[config.mk]
export PLATFORM = sky130hd
export DESIGN_NAME = arp_rst_pwr
export DESIGN_NICKNAME = d
export VERILOG_FILES = /design/src/common/arp_pkg.sv /design/src/common/arp_settle_if.sv /design/src/design/arp_settle_timer.sv /design/src/design/arp_rst_pwr.sv
export SDC_FILE = /design/constraint.sdc
export NUM_CORES = 1
export LEC_CHECK = 0
export ABC_AREA = 0
export ABC_CLOCK_PERIOD_IN_PS = 7100
export BUFFER_PORTS_ARGS = -buffer_cell sky130_fd_sc_hd__buf_4
export CAP_MARGIN = 20
export CORE_MARGIN = 2
export CORE_UTILIZATION = 60
export DETAILED_ROUTE_END_ITERATION = 6
export PLACE_DENSITY_LB_ADDON = 0.12
export SLEW_MARGIN = 20
export SYNTH_ARGS = -nofsm -noshare
export SYNTH_HDL_FRONTEND = slang
export SYNTH_HIERARCHICAL = 1
export SYNTH_SLANG_ARGS = --single-unit
[constraint.sdc]
create_clock -name CLK_I -period 7.1 [get_ports CLK_I]
set_input_delay 1.42 -clock CLK_I [delete_from_list [all_inputs] [get_ports CLK_I]]
set_output_delay 1.42 -clock CLK_I [all_outputs]
set_load 0.03 [all_outputs]
[src/common/arp_pkg.sv]
// Constants for the reset and power-mode sequencer of a six-channel converter.
// Assumes a 250 MHz system clock and a converter core outside this block.
// Overview of operation
// - Power-on or reset pin aborts running conversion
// - Master reset loads default word, sample mode
// - Standby pin low powers down analog sections
// - Register interface keeps working during standby
// - Standby leaves control word intact, no reset
// - Pair power-down bits switch each pair off
// - Reference stays on while any pair on
// - Pair power changes act right after update
// - Pair power-down only in software mode
// - Control-word bit 22 enables doze
// - Doze entered at busy falling edge
// - Start edge wakes, converts six cycles later
// - Doze conversion cycle spans 24.5 cycles
// - Reference stays active during doze
// - Control word default is 0x000003FF
// - Control word changes act at write
package arp_pkg;
   // Register map, byte addresses on the plain register port
   localparam int ADDR_W = 8;
   localparam int CW_W = 32;
   localparam logic [ADDR_W-1:0] CW_ADDR = 8'h00;
   localparam logic [ADDR_W-1:0] STAT_ADDR = 8'h04;
   // Control word layout and default
   localparam logic [CW_W-1:0] CW_DEFAULT = 32'h0000_03FF;
   localparam logic [CW_W-1:0] CW_WRITE_MASK = 32'hFFF7_EFFF;
   localparam int CW_DOZE_BIT = 22;
   localparam int CW_PD_LSB = 13;
   localparam int NUM_PAIRS = 3;
   // Status word bit positions
   localparam int ST_CORE_BIT = 0;
   localparam int ST_PAIR_LSB = 1;
   localparam int ST_REF_BIT = 4;
   localparam int ST_DOZE_BIT = 5;
   localparam int ST_READY_BIT = 6;
   localparam int ST_SAMPLE_BIT = 7;
   // Synchronised pin slots and their reset levels
   localparam int PIN_RST = 0;
   localparam int PIN_STANDBY_N_PIN = 1;
   localparam int PIN_CFG = 2;
   localparam int PIN_CS = 3;
   localparam logic [3:0] PIN_RESET_VAL = 4'h2;
   // Settling time after standby or pair power-up
   localparam int CLK_MHZ = 250;
   localparam int SETTLE_MS = 10;
   localparam int unsigned SETTLE_CYC = SETTLE_MS * CLK_MHZ * 1000;
   localparam int SETTLE_W = 22;
   // Doze timing in conversion-clock cycles, counted in half periods
   localparam int WAKE_CCLK = 6;
   localparam real CYCLE_CCLK = 24.5;
   localparam logic [5:0] WAKE_HALF = 6'(2 * WAKE_CCLK);
   localparam logic [5:0] CYCLE_HALF = 6'(int'(2.0 * CYCLE_CCLK));
   // Doze sequencer states
   typedef enum logic [2:0] {
      ST_RUN = 3'b001,
      ST_DOZE = 3'b010,
      ST_WAKE = 3'b100
   } arp_doze_type;
endpackage

[src/common/arp_settle_if.sv]
// Start and busy lines between the sequencer and its settling timers.
// Assumes one clock shared by both ends.
`timescale 1ns/10ps
interface arp_settle_if;
   logic [3:0] start; // One-cycle pulse per timer: slot 0 standby, 1..3 pairs
   logic [3:0] busy; // High while that interval is still running
   modport tmr (input start, output busy);
   modport ctl (output start, input busy);
endinterface

[src/design/arp_settle_timer.sv]
// Four independent settling timers, restarted by a start pulse.
// Assumes start pulses come from logic on the same clock.
`timescale 1ns/10ps
module arp_settle_timer
   import arp_pkg::*;
#(
   parameter int unsigned SETTLE_LEN = SETTLE_CYC
) (
   input wire logic clk_i,
   input wire logic rst_i,
   arp_settle_if.tmr sif
);
   logic [SETTLE_W-1:0] cnt_reg [4]; // Cycles left per interval
   logic [SETTLE_W-1:0] cnt_next [4];

   // Restart wins over a running count, so a second power-up restarts the wait
   always_comb begin
      for (int i = 0; i < 4; i++) begin
         if (sif.start[i]) begin
            cnt_next[i] = SETTLE_W'(SETTLE_LEN);
         end else if (cnt_reg[i] != '0) begin
            cnt_next[i] = cnt_reg[i] - 1'b1;
         end else begin
            cnt_next[i] = cnt_reg[i];
         end
      end
   end

   // Busy is a plain decode of the counters
   always_comb begin
      for (int i = 0; i < 4; i++) begin
         sif.busy[i] = (cnt_reg[i] != '0);
      end
   end

   // Counters clear on system reset only
   always_ff @(posedge clk_i) begin
      for (int i = 0; i < 4; i++) begin
         if (rst_i) begin
            cnt_reg[i] <= '0;
         end else begin
            cnt_reg[i] <= cnt_next[i];
         end
      end
   end
endmodule

[src/design/arp_rst_pwr.sv]
// Reset, standby, pair power-down and doze sequencer of the converter.
// Assumes BUSY_I and CCLK_HALF_I come from converter logic on CLK_I;
// reset, standby, config select and convert-start arrive from pins.
`timescale 1ns/10ps
module arp_rst_pwr
   import arp_pkg::*;
#(
   parameter int unsigned SETTLE_LEN = SETTLE_CYC
) (
   input wire logic CLK_I,
   input wire logic SYS_RST_I,
   input wire logic RESET_PIN_I,
   input wire logic STANDBY_N_PIN_I,
   input wire logic CONFIG_SOURCE_SELECT_I,
   input wire logic CONVERT_START_X_I,
   input wire logic BUSY_I,
   input wire logic CCLK_HALF_I,
   input wire logic [ADDR_W-1:0] ADDR_I,
   input wire logic [CW_W-1:0] WDATA_I,
   input wire logic WR_I,
   input wire logic RD_I,
   output logic [CW_W-1:0] RDATA_O,
   output logic [CW_W-1:0] CONTROL_WORD_O,
   output logic CONV_ABORT_O,
   output logic CONV_START_O,
   output logic CYCLE_END_O,
   output logic SAMPLE_MODE_O,
   output logic DOZE_O,
   output logic CORE_POWER_O,
   output logic IF_ACTIVE_O,
   output logic [NUM_PAIRS-1:0] PAIR_POWER_O,
   output logic REF_POWER_O,
   output logic [NUM_PAIRS-1:0] PAIR_READY_O,
   output logic READY_O
);
   // Pin synchroniser chain
   logic [3:0] pin_in; // Raw pin levels gathered
   logic [3:0] s1_reg; // First stage, read only by s2
   logic [3:0] s2_reg;
   logic [3:0] s3_reg;
   logic [3:0] pin_reg; // Accepted levels
   logic [3:0] pin_next;
   // Control word and derived power state
   logic [CW_W-1:0] cw_reg;
   logic [CW_W-1:0] cw_next;
   logic master_rst; // Power-on or pin reset
   logic sw_mode; // Software configuration mode
   logic core_on; // Standby pin released
   logic [NUM_PAIRS-1:0] pd_eff; // Power-down bits that really apply
   logic [NUM_PAIRS-1:0] pair_on;
   logic standby_n_pin_rise;
   logic cs_rise;
   logic busy_fall;
   logic busy_prev_reg;
   // Doze sequencer
   arp_doze_type st_reg;
   arp_doze_type st_next;
   logic [5:0] hcnt_reg; // Conversion-clock half periods since wake
   logic [5:0] hcnt_next;
   logic start_next;
   logic end_next;
   logic sample_reg;
   logic sample_next;
   // Readiness and register port
   logic core_ready;
   logic [NUM_PAIRS-1:0] pair_ready;
   logic [CW_W-1:0] status;
   logic [CW_W-1:0] rdata_next;

   arp_settle_if sif ();

   arp_settle_timer #(
      .SETTLE_LEN(SETTLE_LEN)
   ) u_settle (
      .clk_i(CLK_I),
      .rst_i(SYS_RST_I),
      .sif(sif.tmr)
   );

   // Gather pins into the synchroniser slots
   always_comb begin
      pin_in = '0;
      pin_in[PIN_RST] = RESET_PIN_I;
      pin_in[PIN_STANDBY_N_PIN] = STANDBY_N_PIN_I;
      pin_in[PIN_CFG] = CONFIG_SOURCE_SELECT_I;
      pin_in[PIN_CS] = CONVERT_START_X_I;
   end

   // A level is accepted once the last two stages agree, filtering a lone glitch
   always_comb begin
      for (int i = 0; i < 4; i++) begin
         pin_next[i] = (s2_reg[i] == s3_reg[i]) ? s3_reg[i] : pin_reg[i];
      end
   end

   // Synchroniser registers, loaded with PIN_RESET_VAL only by power-on reset
   always_ff @(posedge CLK_I) begin
      if (SYS_RST_I) begin
         s1_reg <= PIN_RESET_VAL;
         s2_reg <= PIN_RESET_VAL;
         s3_reg <= PIN_RESET_VAL;
         pin_reg <= PIN_RESET_VAL;
      end else begin
         s1_reg <= pin_in;
         s2_reg <= s1_reg;
         s3_reg <= s2_reg;
         pin_reg <= pin_next;
      end
   end

   // Both reset sources act alike on the control word, the sequencer and the abort pulse
   assign master_rst = SYS_RST_I | pin_reg[PIN_RST];
   assign sw_mode = pin_reg[PIN_CFG];
   assign core_on = pin_reg[PIN_STANDBY_N_PIN];
   assign cs_rise = pin_next[PIN_CS] & ~pin_reg[PIN_CS];
   assign standby_n_pin_rise = pin_next[PIN_STANDBY_N_PIN] & ~pin_reg[PIN_STANDBY_N_PIN];
   assign busy_fall = busy_prev_reg & ~BUSY_I;

   // Control word: writes only in software mode, take effect on the next edge.
   // Standby never touches it, so no reset is needed after wake-up.
   always_comb begin
      cw_next = cw_reg;
      if (WR_I && ADDR_I == CW_ADDR && sw_mode) begin
         cw_next = WDATA_I & CW_WRITE_MASK;
      end
   end

   always_ff @(posedge CLK_I) begin
      if (master_rst) begin
         cw_reg <= CW_DEFAULT;
      end else begin
         cw_reg <= cw_next;
      end
   end

   // Pair power-down bits only count in software mode
   always_comb begin
      pd_eff = sw_mode ? cw_reg[CW_PD_LSB +: NUM_PAIRS] : '0;
      pair_on = {NUM_PAIRS{core_on}} & ~pd_eff;
   end

   // Settling timers restart on standby release or on a pair turning on
   always_comb begin
      sif.start = '0;
      sif.start[0] = standby_n_pin_rise;
      for (int i = 0; i < NUM_PAIRS; i++) begin
         sif.start[i+1] = pair_on[i] & ~PAIR_POWER_O[i];
      end
   end

   // Ready only when powered and no interval is still running
   always_comb begin
      core_ready = core_on & ~sif.busy[0];
      for (int i = 0; i < NUM_PAIRS; i++) begin
         pair_ready[i] = core_ready & pair_on[i] & ~sif.busy[i+1];
      end
   end

   // Doze sequencer and conversion-start pacing
   always_comb begin
      st_next = st_reg;
      hcnt_next = hcnt_reg;
      start_next = 1'b0;
      end_next = 1'b0;
      sample_next = sample_reg;
      if (busy_fall) begin
         sample_next = 1'b1;
      end
      case (st_reg)
         ST_RUN: begin
            if (cw_reg[CW_DOZE_BIT] && busy_fall) begin
               st_next = ST_DOZE;
            end else if (cs_rise && core_on) begin
               start_next = 1'b1; // Normal mode converts on the edge
               sample_next = 1'b0;
            end
         end
         ST_DOZE: begin
            if (!cw_reg[CW_DOZE_BIT]) begin
               st_next = ST_RUN;
            end else if (cs_rise && core_on) begin
               st_next = ST_WAKE;
               hcnt_next = '0;
            end
         end
         ST_WAKE: begin
            if (CCLK_HALF_I) begin
               hcnt_next = hcnt_reg + 1'b1;
               if (hcnt_next == WAKE_HALF) begin
                  start_next = 1'b1;
                  sample_next = 1'b0;
               end
               if (hcnt_next == CYCLE_HALF) begin
                  end_next = 1'b1;
                  st_next = ST_RUN;
               end
            end
            // The converter's own end of conversion also sends it back to doze
            if (busy_fall && cw_reg[CW_DOZE_BIT]) begin
               st_next = ST_DOZE;
            end
         end
         default: begin
            st_next = ST_RUN;
         end
      endcase
   end

   // Sequencer registers; master reset aborts and returns to sampling
   always_ff @(posedge CLK_I) begin
      if (master_rst) begin
         st_reg <= ST_RUN;
         hcnt_reg <= '0;
         sample_reg <= 1'b1;
         busy_prev_reg <= 1'b0;
         CONV_START_O <= 1'b0;
         CYCLE_END_O <= 1'b0;
      end else begin
         st_reg <= st_next;
         hcnt_reg <= hcnt_next;
         sample_reg <= sample_next;
         busy_prev_reg <= BUSY_I;
         CONV_START_O <= start_next;
         CYCLE_END_O <= end_next;
      end
   end

   // Abort pulse follows any master reset so the core drops its conversion
   always_ff @(posedge CLK_I) begin
      CONV_ABORT_O <= master_rst;
   end

   // Status word assembled from live state
   always_comb begin
      status = '0;
      status[ST_CORE_BIT] = core_on;
      status[ST_PAIR_LSB +: NUM_PAIRS] = pair_on;
      status[ST_REF_BIT] = core_on & (|pair_on);
      status[ST_DOZE_BIT] = (st_reg == ST_DOZE);
      status[ST_READY_BIT] = READY_O;
      status[ST_SAMPLE_BIT] = sample_reg;
   end

   // Register read: data stand in the cycle after the strobe, zero otherwise.
   // The port has no power gating, so it answers in standby as well.
   always_comb begin
      rdata_next = '0;
      if (RD_I) begin
         case (ADDR_I)
            CW_ADDR: begin
               rdata_next = cw_reg;
            end
            STAT_ADDR: begin
               rdata_next = status;
            end
            default: begin
               rdata_next = '0;
            end
         endcase
      end
   end

   // Power outputs, registered; reference follows any powered pair, and
   // doze never powers pairs down, so it stays on through doze
   always_ff @(posedge CLK_I) begin
      if (SYS_RST_I) begin
         RDATA_O <= '0;
         CONTROL_WORD_O <= CW_DEFAULT;
         SAMPLE_MODE_O <= 1'b1;
         DOZE_O <= 1'b0;
         CORE_POWER_O <= 1'b0;
         IF_ACTIVE_O <= 1'b1;
         PAIR_POWER_O <= '0;
         REF_POWER_O <= 1'b0;
         PAIR_READY_O <= '0;
         READY_O <= 1'b0;
      end else begin
         RDATA_O <= rdata_next;
         // A master reset overrides a write or a start that falls in the same cycle
         CONTROL_WORD_O <= master_rst ? CW_DEFAULT : cw_next;
         SAMPLE_MODE_O <= master_rst ? 1'b1 : sample_next;
         DOZE_O <= !master_rst && (st_next == ST_DOZE);
         CORE_POWER_O <= core_on;
         IF_ACTIVE_O <= 1'b1;
         PAIR_POWER_O <= pair_on;
         REF_POWER_O <= core_on & (|pair_on);
         PAIR_READY_O <= pair_ready;
         READY_O <= core_ready & (&(pair_ready | ~pair_on));
      end
   end
endmodule

# == Word level (Yosys, flattened, before mapping) ==
# Memory sizes are Yosys's and may differ from the RTL's.
# Cells that the tools add are included.
# totals
word_cells,142
reg_bits,137
output_inout_bits,79
in_bits,50
ramBits,88
n_memories,1
# memory_table
memory,depth,word_bits,read_ports,rd_ports_with_merged_regs,wr,line,text
u_settle.cnt_reg,4,22,4,0,4,arp_settle_timer.sv:13,logic [SETTLE_W-1:0] cnt_reg [4];
# op_classes
n_mux,45
addsub,5
eq_ne,14
bitwise_logic,37
n_reduce_logical,17
# op_table
operator,count
2-to-1 mux 22 bit,12
nonzero test 22 bit,4
"subtractor 22 x 1 -> 22 bit, second input constant",4
2-to-1 mux 32 bit,2
case mux 32 bit (2 select lines),1
2-to-1 mux 3 bit,7
2-to-1 mux 6 bit,3
2-to-1 mux 1 bit,16
AND 1 bit,15
inverter 1 bit,13
case mux 6 bit (2 select lines),1
case mux 3 bit (3 select lines),1
"equality test 8 x 3 -> 1 bit, second input constant",1
logical NOT 8 bit,1
"adder 6 x 1 -> 6 bit, second input constant",1
"equality test 3 x 2 -> 1 bit, second input constant",2
"equality test 6 x 4 -> 1 bit, second input constant",1
"equality test 6 bit, second input constant",1
inverter 3 bit,2
OR reduction 3 bit,2
logical AND 1 bit,5
bitwise OR 1 bit,5
equality test 1 bit,4
"inequality test 2 bit, second input constant",2
other kinds (11),12

# == Longest topological paths before layout ==
# logic_depth
word_depth,9
depth_mapped,9
depth_no_buf,8

# == Hierarchy ==
# Netlist, hierarchy kept.
# by_module_without_submodules
mod,n_inst,seq_area_each_um2,area_per_inst_um2,cells_per_inst
arp_rst_pwr,1,2742.6,4458.0,455
arp_settle_timer,1,1761.7,4394.2,512

# == Least setup slack after synthesis ==
# OpenSTA, ideal clock, no wires.
# synth_path
path_kind,input -> register
startpoint,input ADDR_I[1]
endpoint,register RDATA_O[4]
path_buffers,1
t_required_ns,7.013
path_stages,5
path_slack_ns,4.395
t_arrival_ns,2.618
setup_ns,0.087
path_cell_list,or4_4 -> nor4_4 -> buf_6 -> nand2_1 -> o31ai_1
# synth_between
elab_chain_cells,2
elab_cells_between_ends,3
classes_between,eq/ne (1); mux (1); reduce/logical (1)
# synth_rtl
item,line,text
from (decl),arp_rst_pwr.sv:18,"input wire logic [ADDR_W-1:0] ADDR_I,"
equality test 8 x 3 -> 1 bit or logical NOT 8 bit (tied branches),arp_rst_pwr.sv:249,case (ADDR_I)
case mux 32 bit (2 select lines) (*),arp_rst_pwr.sv:249,
to (signal assigned),arp_rst_pwr.sv:278,RDATA_O <= rdata_next;
to (decl),arp_rst_pwr.sv:22,"output logic [CW_W-1:0] RDATA_O,"
# Every way passes the cells marked *; elsewhere a longest branch is shown, timed or not.
# A chain may end at the register's enable or synchronous reset.

==> results.toml <==
[synthesis]
syn_inst = 967
ys.flop_type = "dfxtp_1"
yosys_warnings = 6
synth_area_sq_um = 8850
avgSynthCellArea_sq_um = 9.15
synth-edff-count = 0
synth_seq_cells = 225
syn_nets = 1027
ys_async_sr_fraction = 0
synth_top_area_share = 0.509
yosysTopAreaCell = "dfxtp_1"
synth.top_cells.by_area = "dfxtp_1 (51%), a21oi_1 (5.3%), xnor2_1 (3.8%)"
ys_types = 69
ys_seq_area_frac = 0.509
synthTopCellsByCount = "dfxtp_1 (225), a21oi_1 (93), nand2_1 (87), nor2_1 (87)"
yosysMostFrequentCell = "dfxtp_1"

[routing]
antenna_left = 0
dr.pass1.iters = 5
drtIter0Drc = 385
vias_per_cell = 5.64
route.detailed.drc = 0
wl_microns = 19100
wl_per_cell_microns = 15.0
vias = 7183

[timing]
period_share = 0.388
drv_slew = 0
layout_min_cycle_time_ns = 2.76
tns_ns = 0
fmax_ghz = 0.363
skew_ns = 0.00486
worstMarginPinSlew_ns = 0.691
hold_ws_ns = 0.430
worst_slack_ns = 4.34
setup_viol = 0
relSlewSlack = 0.535
rsz0062_at_grt = "false"
hold_violations = 0

[setup_path]
endpoint = "PAIR_READY_O[1]$_SDFF_PP0_"
cp_num_buf_inv = 1
path_cells = "nor4_1 -> or4b_4 -> nor2_4 -> inv_1 -> or2_2 -> nor3b_1"
r2r-start = "u_settle/cnt_reg[0][9]$_SDFFE_PP0P_"
crit_path_end_kind = "flip-flop"
startpoint = "u_settle/cnt_reg[0][9]$_SDFFE_PP0P_"
regToRegSetupSlack_ns = 4.34
critical_path_class = "flip-flop to flip-flop"
cp_top_family = "simple AND/OR/NAND/NOR gates"
crit_arrival_ns = 3.14
cpPeakStageDelay_ns = 0.63
path_max_fanout = 10
cp.required_ns = 7.48
cp.depth = 6
rr_worst_depth = 6
setup.worst_path.start_class = "flip-flop"
reg2reg_to = "PAIR_READY_O[1]$_SDFF_PP0_"
crit_slowest_cell = "or4b_4"

[global_route]
grt_pass1_wl_microns = 31600
track_usage = 0.236
overflow = 0
antenna_found_initial = 0
grt_pass1_vias = 6696
grt_max_degree = 58

[die]
start_util = 0.611
dieArea_sq_um = 15700
die-height_microns = 125
fp.dieW_microns = 125
rows = 44
io_pins = 129
coreArea_sq_um = 14500

[cts]
clock_sinks = 225
htree_levels = 1
path_clk_slew_ns = 0.06
ctsResizeCount = 0
post-cts-setup-buffers = 0
clk_latency_ns = 0.51
clock_path_buffers = 3
cts_root_buffer = "clkbuf_16"
hold_buffers = 0
cts_buffers = 23
cts_tree = "done"

[cells_and_area]
fin_cells = 1274
syn2layout_area_growth_pct = 19.5
antennaDiodeCount = 0
largest_reg_flops = 88
final_net_count = 1136
layout-drive-gt1-share = 0.185
final_util = 0.731
design_area_sq_um = 10600

[placed_design]
gp_congestion = 0.852
dp_hpwl_microns = 12800
portBuffers = 125
place_inst = 1235
post-place-ws_ns = 3.86
dpl_cell_area_sq_um = 9870

[job]
drv_cap = 0

[hold_path]
hp-class = "flip-flop to flip-flop"
hold-path-cell-count = 1

[pwr]
vdd_drop_max_mv = 0.169
power_density_nw_per_um2 = 299
p_total_mw = 3.16
p_leak_nw = 4.20

[status]
status = "finished, final reports clean"
-- placed cells by master (no fill, tap or decap), types with 4 or more instances in the layout --
master / instances
a2111oi_0: 5
a211oi_1: 11
a21oi_1: 93
a22oi_1: 4
a311oi_1: 4
a31oi_1: 12
and2_1: 26
and3_1: 9
buf_4: 131
clkbuf_1: 6
clkbuf_16: 23
clkbuf_8: 4
dfxtp_1: 225
ha_1: 10
inv_1: 25
mux2i_1: 4
nand2_1: 87
nand2b_1: 8
nand3_1: 38
nand3b_1: 8
nand4_1: 13
nor2_1: 86
nor2b_1: 13
nor3_1: 17
nor3b_1: 7
nor4_1: 21
nor4_2: 4
nor4b_1: 5
o211ai_1: 10
o21ai_0: 22
o31ai_1: 4
or2_2: 14
or3_1: 14
or4_1: 14
xnor2_1: 38
xor2_1: 25
-- report_power, final --
| group | leakage (nW) | switching (mW) | total [mW] | internal (mW) |
|---|---|---|---|---|
| logic | 2.02 | 0.350 | 0.614 | 0.264 |
| registers | 1.83 | 0.0760 | 1.42 | 1.34 |
| clock network | 0.345 | 0.484 | 1.13 | 0.643 |
-- worst min-delay path by stage --
stage	start	end	slack (ns)
final	s1_reg[1]$_SDFF_PP1_	s2_reg[1]$_SDFF_PP1_	0.43
after global routing	s1_reg[1]$_SDFF_PP1_	s2_reg[1]$_SDFF_PP1_	0.45
after CTS	s1_reg[1]$_SDFF_PP1_	s2_reg[1]$_SDFF_PP1_	0.42
after detailed placement	s1_reg[1]$_SDFF_PP1_	s2_reg[1]$_SDFF_PP1_	0.41
after global placement	s1_reg[1]$_SDFF_PP1_	s2_reg[1]$_SDFF_PP1_	0.42
after floorplan	s1_reg[1]$_SDFF_PP1_	s2_reg[1]$_SDFF_PP1_	0.39
-- layer usage --
metal	vias up	routed length, microns	track usage	share of wire
li1	3613	-	-	-
met1	3389	8320	0.295	0.44
met2	138	9300	0.402	0.49
met3	43	897	0.0484	0.047
met4	0	580	0.0941	0.030
met5	-	0	0	0
-- cell type report --
cell class                 instances  area (sq um)
inverter                          26          97.6
clock buffer                      33           653
clock inverter                     6          51.3
tap                              184           230
multi-input combinational        668          4040
sequential                       225          4500
timing repair buffer             132           998
fill                            1090          3900
-- cell families after synthesis --
kind of cell / synth area share
AO/OA/AOI/OAI: 0.124
adder cells (fa/ha/maj): 0.0141
buffers and inverters: 0.0348
flip-flops: 0.509
other: 0.000424
multiplexers: 0.00452
XOR/XNOR: 0.0623
AND/OR/NAND/NOR: 0.251
(Power assumes the default switching activity.)
